## src/rsb_consts.svh

```systemverilog
// Purpose: Shared constants for the rotate, bank select and subtract-with-borrow datapath.
// Assumes: Flag byte layout C,Z,S,V,D,H,FS,BA from bit 7 down to bit 0.
// Notes: Cycle limits are instruction length in cycles minus one.
`ifndef RSB_CONSTS_SVH
`define RSB_CONSTS_SVH

`define RSB_OP_ROT_DIR   8'hc0
`define RSB_OP_ROT_IND   8'hc1
`define RSB_OP_BANK0     8'h4f
`define RSB_OP_BANK1     8'h5f
`define RSB_OP_SUBB_WW   8'h32
`define RSB_OP_SUBB_WI   8'h33
`define RSB_OP_SUBB_RR   8'h34
`define RSB_OP_SUBB_RI   8'h35
`define RSB_OP_SUBB_IM   8'h36

`define RSB_FLAG_C       7
`define RSB_FLAG_Z       6
`define RSB_FLAG_S       5
`define RSB_FLAG_V       4
`define RSB_FLAG_D       3
`define RSB_FLAG_H       2
`define RSB_FLAG_BA      0
`define RSB_FLAGS_RESET  8'h00

`define RSB_LAST_4       3'h3
`define RSB_LAST_6       3'h5
`define RSB_CNT_ONE      3'h1
`define RSB_CNT_RESET    3'h0

`define RSB_LEN_1        2'h1
`define RSB_LEN_2        2'h2
`define RSB_LEN_3        2'h3
`define RSB_LEN_RESET    2'h0

`define RSB_BYTE_ZERO    8'h00

`endif

```

## src/rsb_pkg.sv

```systemverilog
// Purpose: Types for the rotate, bank select and subtract-with-borrow datapath.
// Assumes: Nothing beyond the constants header.
// Notes: Enumerations carry no explicit codes.
`default_nettype none

package rsb_pkg;

	typedef enum logic [2:0] {
		ST_IDLE,
		ST_PTR,
		ST_DST,
		ST_SRC,
		ST_BANK,
		ST_WB,
		ST_PAD
	} rsb_state_t;

	typedef enum logic [2:0] {
		K_NONE,
		K_ROT,
		K_SUBB,
		K_BANK0,
		K_BANK1
	} rsb_kind_t;

	typedef enum logic {
		ALU_ROT,
		ALU_SUBB
	} rsb_alu_op_t;

endpackage

`default_nettype wire

```

## src/rsb_alu.sv

```systemverilog
// Purpose: Combinational result and flag computation for rotate and subtract.
// Assumes: Flag byte in the layout of the constants header.
// Notes: Flags the operation leaves alone pass straight through.
`include "rsb_consts.svh"
`timescale 1ns/100ps
`default_nettype none

module rsb_alu
	import rsb_pkg::*;
(
	// Operation and operands
	input  wire rsb_alu_op_t alu_op,
	input  wire logic [7:0]  dst_val,
	input  wire logic [7:0]  src_val,
	input  wire logic [7:0]  flags_in,
	// Results
	output logic      [7:0]  result,
	output logic      [7:0]  flags_out
);

	logic [8:0] sum;
	logic [4:0] low_sum;
	logic [7:0] src_inv;
	logic       borrow_in;

	always_comb begin
		src_inv   = ~src_val;
		borrow_in = flags_in[`RSB_FLAG_C];
		// Adding the complement plus the inverted carry equals dst - src - carry.
		sum       = {1'b0, dst_val} + {1'b0, src_inv} + {8'h00, ~borrow_in};
		low_sum   = {1'b0, dst_val[3:0]} + {1'b0, src_inv[3:0]} + {4'h0, ~borrow_in};
		flags_out = flags_in;
		if (alu_op == ALU_ROT) begin
			result                 = {borrow_in, dst_val[7:1]};
			flags_out[`RSB_FLAG_C] = dst_val[0];
			flags_out[`RSB_FLAG_Z] = (result == `RSB_BYTE_ZERO);
			flags_out[`RSB_FLAG_S] = result[7];
			flags_out[`RSB_FLAG_V] = result[7] ^ dst_val[7];
		end else begin
			result                 = sum[7:0];
			flags_out[`RSB_FLAG_C] = ~sum[8];
			flags_out[`RSB_FLAG_Z] = (result == `RSB_BYTE_ZERO);
			flags_out[`RSB_FLAG_S] = result[7];
			flags_out[`RSB_FLAG_V] = (dst_val[7] != src_val[7]) && (result[7] == src_val[7]);
			flags_out[`RSB_FLAG_D] = 1'b1;
			flags_out[`RSB_FLAG_H] = ~low_sum[4];
		end
	end

endmodule

`default_nettype wire

```

## src/rsb_core.sv

```systemverilog
// Purpose: Sequencer for rotate-through-carry, bank select and subtract-with-borrow.
// Assumes: Register file read data follows rf_raddr in the same cycle.
// Notes: Instructions are accepted only while ready is high.
`include "rsb_consts.svh"
`timescale 1ns/100ps
`default_nettype none

module rsb_core
	import rsb_pkg::*;
(
	// Clock and reset
	input  wire logic       mclk,
	input  wire logic       reset_n,
	// Instruction from decode
	input  wire logic       start,
	input  wire logic [7:0] opcode,
	input  wire logic [7:0] op_byte1,
	input  wire logic [7:0] op_byte2,
	input  wire logic [3:0] working_base,
	output logic            ready,
	output logic            done,
	output logic            illegal,
	output logic      [1:0] instr_len,
	// Register file
	output logic      [7:0] rf_raddr,
	input  wire logic [7:0] rf_rdata,
	output logic            rf_we,
	output logic      [7:0] rf_waddr,
	output logic      [7:0] rf_wdata,
	// Flag register
	input  wire logic       flags_load,
	input  wire logic [7:0] flags_load_data,
	output logic      [7:0] flags_out,
	output logic            bank_sel
);

	rsb_state_t  state_reg,    state_next;
	rsb_kind_t   kind_reg,     kind_next;
	logic        imm_reg,      imm_next;
	logic [2:0]  cnt_reg,      cnt_next;
	logic [2:0]  last_reg,     last_next;
	logic [1:0]  len_reg,      len_next;
	logic [7:0]  dst_addr_reg, dst_addr_next;
	logic [7:0]  src_addr_reg, src_addr_next;
	logic [7:0]  dst_val_reg,  dst_val_next;
	logic [7:0]  result_reg,   result_next;
	logic [7:0]  raddr_reg,    raddr_next;
	logic [7:0]  flags_reg,    flags_next;

	rsb_kind_t   dec_kind;
	logic        dec_ind;
	logic        dec_imm;
	logic [2:0]  dec_last;
	logic [1:0]  dec_len;
	logic [7:0]  dec_dst;
	logic [7:0]  dec_src;
	rsb_alu_op_t alu_op;
	logic [7:0]  alu_dst;
	logic [7:0]  alu_src;
	logic [7:0]  alu_result;
	logic [7:0]  alu_flags;
	logic        accept;

	// Address fields: for indirect forms dec_dst or dec_src holds the pointer register.
	always_comb begin
		dec_kind = K_NONE;
		dec_ind  = 1'b0;
		dec_imm  = 1'b0;
		dec_last = `RSB_LAST_4;
		dec_len  = `RSB_LEN_2;
		dec_dst  = op_byte1;
		dec_src  = op_byte2;
		case (opcode)
			`RSB_OP_ROT_DIR: begin
				dec_kind = K_ROT;
			end
			`RSB_OP_ROT_IND: begin
				dec_kind = K_ROT;
				dec_ind  = 1'b1;
			end
			`RSB_OP_BANK0: begin
				dec_kind = K_BANK0;
				dec_len  = `RSB_LEN_1;
			end
			`RSB_OP_BANK1: begin
				dec_kind = K_BANK1;
				dec_len  = `RSB_LEN_1;
			end
			`RSB_OP_SUBB_WW, `RSB_OP_SUBB_WI: begin
				dec_kind = K_SUBB;
				dec_ind  = (opcode == `RSB_OP_SUBB_WI);
				dec_last = dec_ind ? `RSB_LAST_6 : `RSB_LAST_4;
				dec_dst  = {working_base, op_byte1[7:4]};
				dec_src  = {working_base, op_byte1[3:0]};
			end
			`RSB_OP_SUBB_RR, `RSB_OP_SUBB_RI: begin
				// Source byte comes first in these encodings.
				dec_kind = K_SUBB;
				dec_ind  = (opcode == `RSB_OP_SUBB_RI);
				dec_last = `RSB_LAST_6;
				dec_len  = `RSB_LEN_3;
				dec_dst  = op_byte2;
				dec_src  = op_byte1;
			end
			`RSB_OP_SUBB_IM: begin
				dec_kind = K_SUBB;
				dec_imm  = 1'b1;
				dec_last = `RSB_LAST_6;
				dec_len  = `RSB_LEN_3;
			end
			default: begin
				dec_kind = K_NONE;
			end
		endcase
	end

	assign accept = start && (state_reg == ST_IDLE);

	// The destination is taken straight off the read port so a rotate needs no extra cycle.
	always_comb begin
		alu_op  = (kind_reg == K_ROT) ? ALU_ROT : ALU_SUBB;
		alu_dst = (state_reg == ST_DST) ? rf_rdata : dst_val_reg;
		alu_src = imm_reg ? src_addr_reg : rf_rdata;
	end

	rsb_alu u_alu (
		.alu_op    (alu_op),
		.dst_val   (alu_dst),
		.src_val   (alu_src),
		.flags_in  (flags_reg),
		.result    (alu_result),
		.flags_out (alu_flags)
	);

	always_comb begin
		state_next    = state_reg;
		kind_next     = kind_reg;
		imm_next      = imm_reg;
		last_next     = last_reg;
		len_next      = len_reg;
		dst_addr_next = dst_addr_reg;
		src_addr_next = src_addr_reg;
		dst_val_next  = dst_val_reg;
		result_next   = result_reg;
		raddr_next    = raddr_reg;
		cnt_next      = 3'(cnt_reg + `RSB_CNT_ONE);
		done          = 1'b0;
		illegal       = 1'b0;
		// An instruction's own flag update overrides a load in the same cycle.
		flags_next    = flags_load ? flags_load_data : flags_reg;
		case (state_reg)
			ST_IDLE: begin
				cnt_next = `RSB_CNT_ONE;
				if (start && dec_kind == K_NONE) begin
					illegal = 1'b1;
				end else if (start) begin
					kind_next     = dec_kind;
					imm_next      = dec_imm;
					last_next     = dec_last;
					len_next      = dec_len;
					dst_addr_next = dec_dst;
					src_addr_next = dec_src;
					if (dec_kind == K_BANK0 || dec_kind == K_BANK1) begin
						state_next = ST_BANK;
					end else if (dec_ind) begin
						state_next = ST_PTR;
						raddr_next = (dec_kind == K_ROT) ? dec_dst : dec_src;
					end else begin
						state_next = ST_DST;
						raddr_next = dec_dst;
					end
				end
			end
			ST_PTR: begin
				// The pointer's contents replace the register address it stood for.
				if (kind_reg == K_ROT) begin
					dst_addr_next = rf_rdata;
					raddr_next    = rf_rdata;
				end else begin
					src_addr_next = rf_rdata;
					raddr_next    = dst_addr_reg;
				end
				state_next = ST_DST;
			end
			ST_DST: begin
				if (kind_reg == K_ROT) begin
					result_next = alu_result;
					flags_next  = alu_flags;
					state_next  = ST_WB;
				end else begin
					dst_val_next = rf_rdata;
					raddr_next   = src_addr_reg;
					state_next   = ST_SRC;
				end
			end
			ST_SRC: begin
				result_next = alu_result;
				flags_next  = alu_flags;
				state_next  = ST_WB;
			end
			ST_BANK: begin
				flags_next              = flags_reg;
				flags_next[`RSB_FLAG_BA] = (kind_reg == K_BANK1);
				state_next              = ST_PAD;
			end
			ST_WB, ST_PAD: begin
				if (cnt_reg == last_reg) begin
					done       = 1'b1;
					state_next = ST_IDLE;
				end else begin
					state_next = ST_PAD;
				end
			end
			default: begin
				state_next = ST_IDLE;
			end
		endcase
	end

	always_ff @(posedge mclk or negedge reset_n) begin
		if (!reset_n) begin
			state_reg    <= ST_IDLE;
			kind_reg     <= K_NONE;
			imm_reg      <= 1'b0;
			cnt_reg      <= `RSB_CNT_RESET;
			last_reg     <= `RSB_LAST_4;
			len_reg      <= `RSB_LEN_RESET;
			dst_addr_reg <= `RSB_BYTE_ZERO;
			src_addr_reg <= `RSB_BYTE_ZERO;
			dst_val_reg  <= `RSB_BYTE_ZERO;
			result_reg   <= `RSB_BYTE_ZERO;
			raddr_reg    <= `RSB_BYTE_ZERO;
			flags_reg    <= `RSB_FLAGS_RESET;
		end else begin
			state_reg    <= state_next;
			kind_reg     <= kind_next;
			imm_reg      <= imm_next;
			cnt_reg      <= cnt_next;
			last_reg     <= last_next;
			len_reg      <= len_next;
			dst_addr_reg <= dst_addr_next;
			src_addr_reg <= src_addr_next;
			dst_val_reg  <= dst_val_next;
			result_reg   <= result_next;
			raddr_reg    <= raddr_next;
			flags_reg    <= flags_next;
		end
	end

	assign ready     = (state_reg == ST_IDLE);
	assign instr_len = len_reg;
	assign rf_raddr  = raddr_reg;
	assign rf_we     = (state_reg == ST_WB);
	assign rf_waddr  = dst_addr_reg;
	assign rf_wdata  = result_reg;
	assign flags_out = flags_reg;
	assign bank_sel  = flags_reg[`RSB_FLAG_BA];

	logic rot_exec;
	logic sub_exec;
	assign rot_exec = (state_reg == ST_DST) && (kind_reg == K_ROT);
	assign sub_exec = (state_reg == ST_SRC);
endmodule

`default_nettype wire

```

## config.mk

```make
export PLATFORM = sky130hd
export DESIGN_NAME = rsb_core
export DESIGN_NICKNAME = d
export VERILOG_FILES = /design/src/rsb_pkg.sv /design/src/rsb_alu.sv /design/src/rsb_core.sv
export VERILOG_INCLUDE_DIRS = /design/src
export SDC_FILE = /design/constraint.sdc
export NUM_CORES = 1
export LEC_CHECK = 0
export CAP_MARGIN = 0
export CORE_UTILIZATION = 38
export DETAILED_ROUTE_END_ITERATION = 7
export DONT_BUFFER_PORTS = 1
export GPL_ROUTABILITY_DRIVEN = 0
export PLACE_DENSITY_LB_ADDON = 0.08
export SLEW_MARGIN = 0
export SYNTH_ARGS = -nofsm -noshare
export SYNTH_HDL_FRONTEND = slang
export SYNTH_HIERARCHICAL = 1
export SYNTH_SLANG_ARGS = --single-unit
```

## constraint.sdc

```tcl
create_clock -name mclk -period 4.2 [get_ports mclk]
set_input_delay 0.42 -clock mclk [delete_from_list [all_inputs] [get_ports mclk]]
set_output_delay 0.42 -clock mclk [all_outputs]
set_load 0.02 [all_outputs]
```

==> summary.md <==
| Metric | Value |
|---|---|
| Status | `finished, final reports clean` |
| P per Cell Area | `796 nW/µm²` |
| GR Overflow Total | `0` |
| Number of buffers added on ports | `0` |
| Layout area overhead | `7.80%` |
| Register area share after synthesis | `33.5%` |
| GR Util All Layers | `23.0%` |
| Maximum VDD drop | `0.000290 V` |
| Hold Path Class | `in -> reg` |
| I/O Pins | `87` |
| Number of diodes | `0` |
| Max Clock Freq | `283 MHz` |
| Die W | `112 µm` |
| Final ANT Viol Nets | `0` |
| Post-synth EDFFs | `0` |
| Most frequent cell after synthesis | `dfrtp_1` |
| Worst slew pin tran | `831 ps` |
| Final Hold Viols | `0` |
| Layout cells sized above 1 | `16.5%` |
| Share of the synthesized area in the top cell type | `32.9%` |
| Critical Path End Type | `register` |
| CP Cell Sequence | `nor3b_2 -> buf_4 -> mux2_2 -> inv_1 -> fa_1 -> inv_1 -> fa_1 -> a21o_1 -> a21oi_1 -> xor2_1 -> o211ai_1 -> o31ai_1 -> a22o_1 -> a21o_1` |
| Root Driver | `clkbuf_16` |
| H-Tree Depth | `3` |
| Initial core utilization | `39.7%` |
| Max Slew Vio Count | `0` |
| Setup bufs post-CTS | `0` |
| WP buf/inv | `3` |
| WL final | `13.8 mm` |
| Longest Clk Path Bufs | `2` |
| Final Power | `3980 µW` |
| First-pass GRT wire length | `22.6 mm` |
| FF-to-FF End | `flags_out[6]$_DFFE_PN0N_` |
| Clock Skew | `9.57 ps` |
| Nets | `557` |
| Die Span Y | `112 µm` |
| Vias in the first global route | `4077` |
| FF-to-FF setup slack | `670 ps` |
| Top cell type by total area after synthesis | `dfrtp_1` |
| Worst-path clk slew | `50 ps` |
| Synth Flop Type | `dfrtp_1` |
| Startpoint types | `register` |
| Worst path depth | `14` |
| Final period util | `84.0%` |
| Total number of vias | `4011` |
| Std cell rows | `39` |
| Yosys warns | `6` |
| Residual DRC | `0` |
| Critical path's top delay family | `compound AO/OA/AOI/OAI gates` |
| Full die area | `12600 µm²` |
| DR pass1 iterations | `5` |
| Avg Synthesized Cell Area | `8.96 µm²` |
| Mapped Area | `4630 µm²` |
| Core footprint | `11700 µm²` |
| Crit path kind | `reg -> reg` |
| Origin of the worst setup path | `state_reg[2]$_DFFE_PN0P_` |
| Crit-path slowest cell | `dfrtp_1` |
| Starting DRT DRC Count | `417` |
| Top post-synthesis cells by area | `dfrtp_1 33%, mux2_2 9.2%, nand2_1 3.6%, a211oi_1 3.2%, nor3_1 2.9%` |
| Worst reg2reg path depth | `14` |
| Max Cap Violations | `0` |
| Syn Nets | `576` |
| FF-to-FF Start | `state_reg[2]$_DFFE_PN0P_` |
| Tmin final | `3530 ps` |
| Worst path max stage delay | `540 ps` |
| Setup violations, final | `0` |
| Routed WL per cell | `21.4 µm` |
| CP Data Arrival Time | `3790 ps` |
| CTS buffer count | `9` |
| Leak | `0.00198 µW` |
| FFs w/ async S/R, synth | `100%` |
| Vias per cell | `6.21` |
| CTS resizes | `0` |
| Setup TNS | `0 ps` |
| # hold bufs at CTS | `2` |
| Worst skew pair latency | `330 ps` |
| RSZ-0062 raised after global routing | `false` |
| Post-DP HPWL | `10.0 mm` |
| Crit Path Max Fanout | `17` |
| Largest net degree at the start of global routing | `63` |
| # fillers | `1162` |
| Post-Syn Instances | `517` |
| Synth Register Bits | `62` |
| Clk sinks | `62` |
| CTS tree | `yes` |
| Critical Path RT | `4460 ps` |
| Initial antenna violation count | `0` |
| Synth top cells by count | `61 x dfrtp_1, 45 x nand2_1, 38 x mux2_2` |
| Headroom to the max-slew limit | `44.6%` |
| Library cells used by synthesis | `71` |
| Worst setup path endpoint | `flags_out[6]$_DFFE_PN0N_` |
[power breakdown]
part / internal (µW) / switching, µW
combinational: 863 / 1030
sequential: 879 / 456
clock: 488 / 264
total: 2230 / 1750
[per-layer routing]
metal	track usage, %	up-vias	part of all wire [%]
met5	0	-	0
met4	6.13	0	1.2
met3	5.56	13	5.5
met2	37.3	109	46
met1	30.6	1972	47
li1	-	1917	-
[stage by stage]
stage | setup WS [ps] | instances | instance area (µm²) | utilization, % | hold slack, ps
2_1_floorplan | 658 | 517 | 4630 | - | 124
3_3_place_gp | 796 | 628 | 4660 | 39.9 | 126
3_5_place_dp | 702 | 628 | 4660 | 39.9 | 126
4_1_cts | 694 | 646 | 5000 | 42.8 | 187
5_1_grt | 471 | 646 | 5000 | 42.8 | 184
6_report | 670 | 646 | 5000 | 42.8 | 198
[how the worst min path moves through the flow]
stage	start	to	depth (start not counted)
floorplan	reset_n	cnt_reg[0]$_DFF_PN0_	0
global placement	reset_n	instr_len[0]$_DFFE_PN0P_	0
detailed placement	reset_n	instr_len[0]$_DFFE_PN0P_	0
CTS	opcode[0]	imm_reg$_DFFE_PN0P_	1
global route	opcode[0]	imm_reg$_DFFE_PN0P_	1
finish	opcode[0]	imm_reg$_DFFE_PN0P_	1
[cell type report]
cell class	count	area, µm²	share of cell area (%)
clock inverters	4	45.0	0.902
inverters	22	82.6	1.65
clock buffers	12	256	5.13
multi-input cells	394	2790	55.8
well taps	143	179	3.58
flip-flops and latches	62	1550	31.1
repair buffers	9	90.1	1.80
[cell usage in the layout (no fill, tap or decap), drive strengths merged, types with 5 or more instances in the layout]
cell type  count
a211oi        20
a21o           9
a21oi         25
a221oi         5
a222oi         5
a22o           8
a31oi         12
buf            8
clkbuf        12
dfrtp         61
ha             9
inv           22
mux2          39
mux2i          8
nand2         45
nand3         13
nand4          5
nor2          34
nor2b          5
nor3          28
nor3b          5
nor4          10
o21a           8
o21ai         26
o22ai          8
or2            5
xnor2          7
[kinds of logic after synthesis]
group / count (synthesis) / share of synthesized area (%)
fa+ha+maj: 12 / 3.51
xor+xnor: 9 / 1.70
simple gates: 166 / 18.0
compound gates: 160 / 25.7
flops: 62 / 33.5
mux: 47 / 11.3
buf+inv: 61 / 6.29
No activity file was read; power rests on OpenSTA's default activity.
